## config.mk

```make
export PLATFORM = sky130hd
export DESIGN_NAME = ssl_latch_bank
export DESIGN_NICKNAME = d
export VERILOG_FILES = /design/src/ssl_pkg.sv /design/src/ssl_word_if.sv /design/src/ssl_shifter.sv /design/src/ssl_latch_bank.sv
export SDC_FILE = /design/constraint.sdc
export NUM_CORES = 1
export LEC_CHECK = 0
export BUFFER_PORTS_ARGS = -buffer_cell sky130_fd_sc_hd__clkbuf_2
export CORE_AREA = 4 4 121 146
export CTS_BUF_LIST = sky130_fd_sc_hd__clkbuf_4
export DETAILED_ROUTE_END_ITERATION = 8
export DIE_AREA = 0 0 125 150
export PLACE_DENSITY_LB_ADDON = 0.12
export SETUP_SLACK_MARGIN = 0.1
export SYNTH_ARGS = -nofsm -noshare
export SYNTH_HDL_FRONTEND = slang
export SYNTH_SLANG_ARGS = --single-unit
```

## constraint.sdc

```tcl
create_clock -name clk -period 6.6 [get_ports clk]
set_input_delay 0.99 -clock clk [delete_from_list [all_inputs] [get_ports clk]]
set_output_delay 0.99 -clock clk [all_outputs]
set_load 0.02 [all_outputs]
```

## src/ssl_pkg.sv

```systemverilog
// Package for the synthesizer serial latch bank: addresses, field layout, reset values
package ssl_pkg;
  localparam int WORD_W = 24;

  // Latch select codes, held as {addr_bit_hi, addr_bit_lo}
  localparam logic [1:0] ADDR_CFG = 2'h0;
  localparam logic [1:0] ADDR_REF = 2'h1;
  localparam logic [1:0] ADDR_FB = 2'h2;

  // config_word fields
  localparam int CFG_PRESC_LSB = 22;
  localparam int CFG_PD_SYNC = 21;
  localparam int CFG_PD_REQ = 20;
  localparam int CFG_SET2_LSB = 17;
  localparam int CFG_SET1_LSB = 14;
  localparam int CFG_MUTE = 11;
  localparam int CFG_GAIN = 10;
  localparam int CFG_TRI = 9;
  localparam int CFG_POL = 8;
  localparam int CFG_CLR = 4;

  // feedback_divider_word fields
  localparam int FB_SEL = 23;
  localparam int FB_HALVE = 22;
  localparam int FB_GAIN = 21;
  localparam int FB_MAIN_LSB = 8;
  localparam int FB_SWAL_LSB = 2;

  // reference_divider_word fields
  localparam int REF_BAND_LSB = 20;
  localparam int REF_TEST = 19;
  localparam int REF_LOCK = 18;
  localparam int REF_BACK_LSB = 16;
  localparam int REF_RATIO_LSB = 2;

  localparam logic [23:0] CFG_RST = 24'h00_0000;
  localparam logic [23:0] FB_RST = 24'h00_0000;
  localparam logic [23:0] REF_RST = 24'h00_0000;
  localparam logic GAIN_RST = 1'h0;

  localparam logic [12:0] MAIN_MIN = 13'h0003;
  localparam logic [13:0] REF_MIN = 14'h0001;
  localparam logic [2:0] LOCK_SHORT = 3'h3;
  localparam logic [2:0] LOCK_LONG = 3'h5;
  localparam logic [1:0] PD_REF_EDGES = 2'h2;

  typedef enum logic [1:0] {PD_RUN, PD_ARMED, PD_DOWN} ssl_pd_t;
endpackage

```

## src/ssl_word_if.sv

```systemverilog
// Interface carrying a completed serial word and its load pulse
`timescale 1ns/1ps
interface ssl_word_if;
  logic [23:0] word;
  logic load;
  modport src (output word, output load);
  modport dst (input word, input load);
endinterface

```

## src/ssl_shifter.sv

```systemverilog
// Serial input register: shifts on serial clock rise, hands over on strobe rise
`timescale 1ns/1ps
module ssl_shifter (
  input wire logic clk,
  input wire logic nrst,
  input wire logic ser_clk,
  input wire logic ser_data,
  input wire logic load_strobe,
  ssl_word_if.src wb
);
  logic sclk_q;
  logic le_q;
  logic [23:0] shift;
  logic sclk_rise;
  logic le_rise;
  logic [23:0] next_shift;

  assign sclk_rise = ser_clk & ~sclk_q;
  assign le_rise = load_strobe & ~le_q;
  // First bit in ends up in bit 23
  assign next_shift = {shift[22:0], ser_data};

  always_ff @(posedge clk)
  begin
    if (!nrst)
    begin
      sclk_q <= 1'h0;
      le_q <= 1'h0;
      shift <= ssl_pkg::CFG_RST;
      wb.word <= ssl_pkg::CFG_RST;
      wb.load <= 1'h0;
    end
    else
    begin
      sclk_q <= ser_clk;
      le_q <= load_strobe;
      if (sclk_rise)
        shift <= next_shift;
      wb.load <= le_rise;
      if (le_rise)
        wb.word <= shift;
    end
  end
endmodule

```

## src/ssl_latch_bank.sv

```systemverilog
// Three-wire programmed latch bank with reference divider, lock count and power-down
`timescale 1ns/1ps
module ssl_latch_bank #(
  parameter int PRESC_BASE = 8
) (
  input wire logic clk,
  input wire logic nrst,
  input wire logic ser_clk,
  input wire logic ser_data,
  input wire logic load_strobe,
  input wire logic ref_in,
  input wire logic phase_ok,
  output logic [2:0] pump_current,
  output logic pump_hiz,
  output logic pfd_positive,
  output logic counters_held,
  output logic rf_out_en,
  output logic halve_en,
  output logic prescaler_halved,
  output logic [4:0] swallow_count,
  output logic [12:0] main_count,
  output logic main_count_bad,
  output logic [13:0] ref_ratio,
  output logic ref_ratio_bad,
  output logic [20:0] fb_total,
  output logic [1:0] backlash_width,
  output logic ref_tick,
  output logic band_clk,
  output logic locked,
  output logic powered_down
);
  ssl_word_if wb ();

  ssl_shifter u_shifter (
    .clk(clk),
    .nrst(nrst),
    .ser_clk(ser_clk),
    .ser_data(ser_data),
    .load_strobe(load_strobe),
    .wb(wb)
  );

  logic [23:0] config_word;
  logic [23:0] feedback_divider_word;
  logic [23:0] reference_divider_word;
  logic pump_gain_sel;

  logic [1:0] addr;
  logic load_cfg;
  logic load_fb;
  logic load_ref;

  assign addr = wb.word[1:0];
  assign load_cfg = wb.load && addr == ssl_pkg::ADDR_CFG;
  assign load_fb = wb.load && addr == ssl_pkg::ADDR_FB;
  assign load_ref = wb.load && addr == ssl_pkg::ADDR_REF;
  // Code 11 addresses the factory test latch, which this block never stores

  // Each latch takes only words carrying its own address
  always_ff @(posedge clk)
  begin
    if (!nrst)
    begin
      config_word <= ssl_pkg::CFG_RST;
      feedback_divider_word <= ssl_pkg::FB_RST;
      reference_divider_word <= ssl_pkg::REF_RST;
      pump_gain_sel <= ssl_pkg::GAIN_RST;
    end
    else
    begin
      if (load_cfg)
        config_word <= wb.word;
      if (load_fb)
        feedback_divider_word <= wb.word;
      if (load_ref)
        reference_divider_word <= wb.word;
      if (load_cfg)
        pump_gain_sel <= wb.word[ssl_pkg::CFG_GAIN];
      else if (load_fb)
        pump_gain_sel <= wb.word[ssl_pkg::FB_GAIN];
    end
  end

  // Field decode
  logic [1:0] presc_code;
  logic [2:0] pump_set1;
  logic [2:0] pump_set2;
  logic mute_until_lock;
  logic pump_tristate;
  logic phase_polarity;
  logic counters_clear;
  logic [4:0] swallow;
  logic [12:0] main_div;
  logic [13:0] ratio;
  logic [1:0] band_clk_div;
  logic lock_count_sel;
  logic factory_test_en;

  assign presc_code = config_word[ssl_pkg::CFG_PRESC_LSB +: 2];
  assign pump_set1 = config_word[ssl_pkg::CFG_SET1_LSB +: 3];
  assign pump_set2 = config_word[ssl_pkg::CFG_SET2_LSB +: 3];
  assign mute_until_lock = config_word[ssl_pkg::CFG_MUTE];
  assign pump_tristate = config_word[ssl_pkg::CFG_TRI];
  assign phase_polarity = config_word[ssl_pkg::CFG_POL];
  assign counters_clear = config_word[ssl_pkg::CFG_CLR];
  assign swallow = feedback_divider_word[ssl_pkg::FB_SWAL_LSB +: 5];
  assign main_div = feedback_divider_word[ssl_pkg::FB_MAIN_LSB +: 13];
  assign ratio = reference_divider_word[ssl_pkg::REF_RATIO_LSB +: 14];
  assign band_clk_div = reference_divider_word[ssl_pkg::REF_BAND_LSB +: 2];
  assign lock_count_sel = reference_divider_word[ssl_pkg::REF_LOCK];
  // Test latch contents are never applied; the bit is kept only for visibility
  assign factory_test_en = reference_divider_word[ssl_pkg::REF_TEST];

  // Power-down sequencing
  ssl_pkg::ssl_pd_t pd;
  ssl_pkg::ssl_pd_t next_pd;
  logic [1:0] pd_edges;
  logic [1:0] next_pd_edges;
  logic hold;

  assign hold = counters_clear || pd == ssl_pkg::PD_DOWN;

  always_comb
  begin
    next_pd = pd;
    next_pd_edges = pd_edges;
    if (load_cfg)
    begin
      if (!wb.word[ssl_pkg::CFG_PD_REQ])
        next_pd = ssl_pkg::PD_RUN;
      else if (!wb.word[ssl_pkg::CFG_PD_SYNC])
        next_pd = ssl_pkg::PD_DOWN;
      else if (pd != ssl_pkg::PD_DOWN)
      begin
        next_pd = ssl_pkg::PD_ARMED;
        next_pd_edges = 2'h0;
      end
    end
    else
    begin
      case (pd)
        ssl_pkg::PD_ARMED:
          if (ref_tick)
          begin
            if (pd_edges == ssl_pkg::PD_REF_EDGES - 2'h1)
              next_pd = ssl_pkg::PD_DOWN;
            else
              next_pd_edges = pd_edges + 2'h1;
          end
        ssl_pkg::PD_RUN,
        ssl_pkg::PD_DOWN:
          next_pd = pd;
        default:
          next_pd = ssl_pkg::PD_RUN;
      endcase
    end
  end

  always_ff @(posedge clk)
  begin
    if (!nrst)
    begin
      pd <= ssl_pkg::PD_RUN;
      pd_edges <= 2'h0;
    end
    else
    begin
      pd <= next_pd;
      pd_edges <= next_pd_edges;
    end
  end

  // Reference counter: counts reference input rises, ticks every ratio of them
  logic ref_q;
  logic ref_edge;
  logic [13:0] rcnt;
  logic r_wrap;

  assign ref_edge = ref_in & ~ref_q;
  // A ratio of zero is not valid; it behaves as one rather than stalling
  assign r_wrap = ({1'b0, rcnt} + 15'h0001) >= {1'b0, ratio};

  always_ff @(posedge clk)
  begin
    if (!nrst)
    begin
      ref_q <= 1'h0;
      rcnt <= 14'h0000;
      ref_tick <= 1'h0;
    end
    else
    begin
      ref_q <= ref_in;
      ref_tick <= !hold && ref_edge && r_wrap;
      if (hold)
        rcnt <= 14'h0000;
      else if (ref_edge)
        rcnt <= r_wrap ? 14'h0000 : rcnt + 14'h0001;
    end
  end

  // Band-select clock: reference ticks divided by 1, 2, 4 or 8
  logic [2:0] bcnt;
  logic [2:0] band_mask;
  logic band_fire;

  assign band_mask = 3'((4'h1 << band_clk_div) - 4'h1);
  assign band_fire = ref_tick && (bcnt & band_mask) == band_mask;

  always_ff @(posedge clk)
  begin
    if (!nrst)
    begin
      bcnt <= 3'h0;
      band_clk <= 1'h0;
    end
    else
    begin
      band_clk <= band_fire;
      if (hold)
        bcnt <= 3'h0;
      else if (ref_tick)
        bcnt <= bcnt + 3'h1;
    end
  end

  // Lock detect: phase_ok sampled once per reference tick, consecutive count
  logic [2:0] lcnt;
  logic [2:0] lock_need;
  logic [2:0] next_lcnt;

  assign lock_need = lock_count_sel ? ssl_pkg::LOCK_LONG : ssl_pkg::LOCK_SHORT;
  assign next_lcnt = hold ? 3'h0
    : !ref_tick ? lcnt
    : !phase_ok ? 3'h0
    : (lcnt >= lock_need) ? lcnt : lcnt + 3'h1;

  always_ff @(posedge clk)
  begin
    if (!nrst)
    begin
      lcnt <= 3'h0;
      locked <= 1'h0;
    end
    else
    begin
      lcnt <= next_lcnt;
      locked <= next_lcnt >= lock_need;
    end
  end

  // Output decode, all registered
  logic [6:0] presc_mod;
  logic [20:0] next_fb_total;

  assign presc_mod = 7'(PRESC_BASE << presc_code);
  assign next_fb_total = 21'(presc_mod * main_div) + 21'(swallow);

  always_ff @(posedge clk)
  begin
    if (!nrst)
    begin
      pump_current <= 3'h0;
      pump_hiz <= 1'h1;
      pfd_positive <= 1'h0;
      counters_held <= 1'h0;
      rf_out_en <= 1'h0;
      halve_en <= 1'h0;
      prescaler_halved <= 1'h0;
      swallow_count <= 5'h00;
      main_count <= 13'h0000;
      main_count_bad <= 1'h1;
      ref_ratio <= 14'h0000;
      ref_ratio_bad <= 1'h1;
      fb_total <= 21'h00_0000;
      backlash_width <= 2'h0;
      powered_down <= 1'h0;
    end
    else
    begin
      pump_current <= pump_gain_sel ? pump_set2 : pump_set1;
      // Power-down also floats the pump
      pump_hiz <= pump_tristate || pd == ssl_pkg::PD_DOWN;
      pfd_positive <= phase_polarity;
      counters_held <= hold;
      rf_out_en <= pd != ssl_pkg::PD_DOWN && (!mute_until_lock || locked);
      halve_en <= feedback_divider_word[ssl_pkg::FB_HALVE];
      prescaler_halved <= feedback_divider_word[ssl_pkg::FB_SEL];
      swallow_count <= swallow;
      main_count <= main_div;
      main_count_bad <= main_div < ssl_pkg::MAIN_MIN;
      ref_ratio <= ratio;
      ref_ratio_bad <= ratio < ssl_pkg::REF_MIN;
      fb_total <= next_fb_total;
      backlash_width <= reference_divider_word[ssl_pkg::REF_BACK_LSB +: 2];
      powered_down <= pd == ssl_pkg::PD_DOWN;
    end
  end
endmodule

```

==> run metrics <==
Routed WL=19,000 um; CTS sink count=195; RSZ-0062 raised after global routing=false; Final Max Tran Viols=0; cell taking the most area after synthesis=dfxtp_1; post-route ant nets=0; top cell type's share of synthesized area=40.7%; fin crit period=5.27 ns; top cells by count, synth=199 x nand2_1, 195 x dfxtp_1, 81 x inv_1; TritonCTS clock tree=yes; Post-Syn Area=0.00959 sq mm; Setup crit start kind=flop; most numerous cell in the Yosys netlist=nand2_1; number of distinct library cells after synthesis=54; Most Frequent Cell on Critical Path=fa_1; r2r setup slk=1.33 ns; Area Overhead vs Synth=7.96%; DP Area=0.0100 sq mm; hold path endpoint=rf_out_en; run status=finished clean; IO Count=77; R2R Path End=fb_total[15]; Syn Nets=1,212; worst-skew pair later-pin latency=0.59 ns; vias after detailed routing=7,238; Die Area=0.0188 sq mm; layout net count=1,249; CP top delay family=adder cells; slowest stage delay, CP=0.62 ns; CTS Buf Count=17; Clk pin slew, worst setup/hold paths=0.16 ns; Post-route DRC=0; worst min path class=reg -> reg; critical path type=reg -> reg; Worst Path Buf+Inv=1; R2R cell count=14; GRT Resource Usage Total=21.1%; fin util=63.9%; Final Hold Fails=0; sequential fraction of the synthesis area=40.7%; die span in y=150 um; Post-synth top flop=dfxtp_1; Worst slew margin=26.2%; grt ovf=0; Starting Density=59.2%; IO buf count=76; FFs w/ async S/R, synth=0%; Setup crit end kind=flop; # rows=51; maximum clock path buffer count=2; leakage dissipation=4.81 nW; crit path max fanout=17; CTS Root Cell=clkbuf_4; Max-Cap Viols=0; Syn Area/Cell=8.67 sq um; Yosys reg bits=195; largest net degree at the start of global routing=87; Post-CTS Hold Buffers=0; Core ar.=0.0162 sq mm; cell area after layout=0.0104 sq mm; worst slew pin tran=1.10 ns; worst path cell trace=nor2b_1 -> nand2_1 -> fa_1 -> fa_1 -> inv_1 -> ha_1 -> ha_1 -> fa_1 -> a211oi_1 -> o21ai_0 -> a211oi_1 -> nor3_1 -> or3_1 -> and3_1; Final Skew=0.0278 ns; H-tree depth=4; Worst VDD drop=127 uV; hold_ws=0.438 ns; vias per inst=5.29; Die W=125 um; post-route clock period utilization=79.8%; Hold Crit Start=config_word[11]; FF-to-FF Start=config_word[23]; FMAX=190 MHz; EDFF count, synth=0; setup tns final=0 ns; vias in the first global route=6,857; DRT Pass-1 Iters=5; main area contributors after synthesis=dfxtp_1 41%, ha_1 9.9%, nand2_1 7.8%; Syn Inst Count=1,106; Resize count post-CTS=0; power density cells=191 mW/mm^2; share of cells above drive strength 1=11.5%; drt wl/cell=13.9 um; post-detail-place hpwl=13,600 um; first-pass GRT wire length=32,900 um; gp weighted congestion=0.830; postcts setup bufs=0; final setup violating endpoints=0; WP data arrival=5.75 ns; CP required=7.08 ns; antenna violations before repair=1; Crit-path slowest cell=nor2b_1; hold depth=1; synth warn=0; initial DRC count=460
==> cells in the final DEF, fill, tap and decap left out, types with 3 or more instances in the layout <==
master     Yosys  final
inv_6          0      5
and3_1        17     17
nor4_1         7      7
ha_1          76     76
dfxtp_1      195    195
nor3_1         5      5
a21o_1        11     11
a221oi_1       3      3
o21ai_0       31     30
nand3_1       21     21
or2_2          3      3
and2_1        66     66
buf_4          3      5
a21oi_1       39     39
or4_1          9      9
a21boi_0      67     67
nand2b_1       9      9
a211oi_1      15     15
clkbuf_4       0     18
nor2_1        69     69
fa_1          23     23
inv_1         81     81
xnor2_1       14     14
clkbuf_2       0     75
nor2b_1       14     14
bufinv_16      0      3
nand4_1        4      4
a31oi_1        3      3
xor2_1         8      8
a31o_2        10     10
nand2_1      199    199
or3_1          4      4
mux2i_1       11     11
a2111oi_0      3      3
==> cell type report <==
class	instances	area [sq um]
Tap cell	212	265
Fill cell	1427	5860
Sequential cell	195	3900
Timing Repair Buffer	80	413
Inverter	81	304
Clock inverter	14	189
Multi-Input combinational cell	768	5140
Antenna cell	1	2.50
Clock buffer	18	135
==> power by group <==
group | switching, mW | internal (mW)
Clock | 0.421 | 0.280
Sequential | 0.00721 | 1.19
Combinational | 0.0572 | 0.0236
Total | 0.486 | 1.49
==> state kept, by name, summed over array words and instances, names as in the netlist, 3 cells and up <==
name,cells
reference_divider_word,19
u_shifter.shift,24
fb_total,18
bcnt,3
u_shifter.wb.word,24
config_word,12
ref_ratio,14
pump_current,3
lcnt,3
main_count,13
swallow_count,5
rcnt,14
feedback_divider_word,20
==> logic make-up (layout without fill, tap and decap cells) <==
logic type	after synthesis	count (layout)	synth area share [%]
compound gates	196	196	13.8
xor+xnor	22	22	2.01
fa+ha+maj	99	99	14.7
buf+inv	143	193	5.74
flops	195	195	40.7
mux	11	11	1.15
other cells	0	1	0
simple gates	440	440	21.8
==> worst max path at each step <==
stage	start	to	slack, ns	cells past startpoint
5_1_grt	config_word[23]	fb_total[15]	0.91	14
6_report	config_word[23]	fb_total[15]	1.33	14
3_3_place_gp	config_word[23]	fb_total[15]	1.46	14
2_1_floorplan	config_word[23]	fb_total[15]	2.14	15
4_1_cts	config_word[23]	fb_total[15]	1.36	14
3_5_place_dp	config_word[23]	fb_total[15]	1.39	14
==> worst register-to-register path: cells and delay by family (launching register included) <==
family,cells,cell delay [ns]
flip-flops,1,0.59
AND/OR/NAND/NOR,5,1.43
AO/OA/AOI/OAI,3,0.97
buffers and inverters,1,0.04
adder cells (fa/ha/maj),5,2.16
==> per-stage QoR <==
step | cells | power [mW] | setup slack (ns)
CTS | 1368 | 2.00 | 1.36
finish | 1369 | 1.98 | 1.33
detailed placement | 1336 | 1.30 | 1.39
global placement | 1336 | 1.30 | 1.46
floorplan | 1106 | 1.28 | 2.14
global route | 1369 | 2.05 | 0.905
==> layer usage <==
| metal | vias to the layer above | global-route usage [%] | part of all wire, % |
|---|---|---|---|
| met5 | - | 0 | 0 |
| met4 | 0 | 6.72 | 1.6 |
| met3 | 25 | 4.03 | 3.4 |
| met2 | 115 | 33.4 | 45 |
| met1 | 3358 | 29.4 | 50 |
| li1 | 3740 | - | - |
Power figures use the tool's default switching activity.
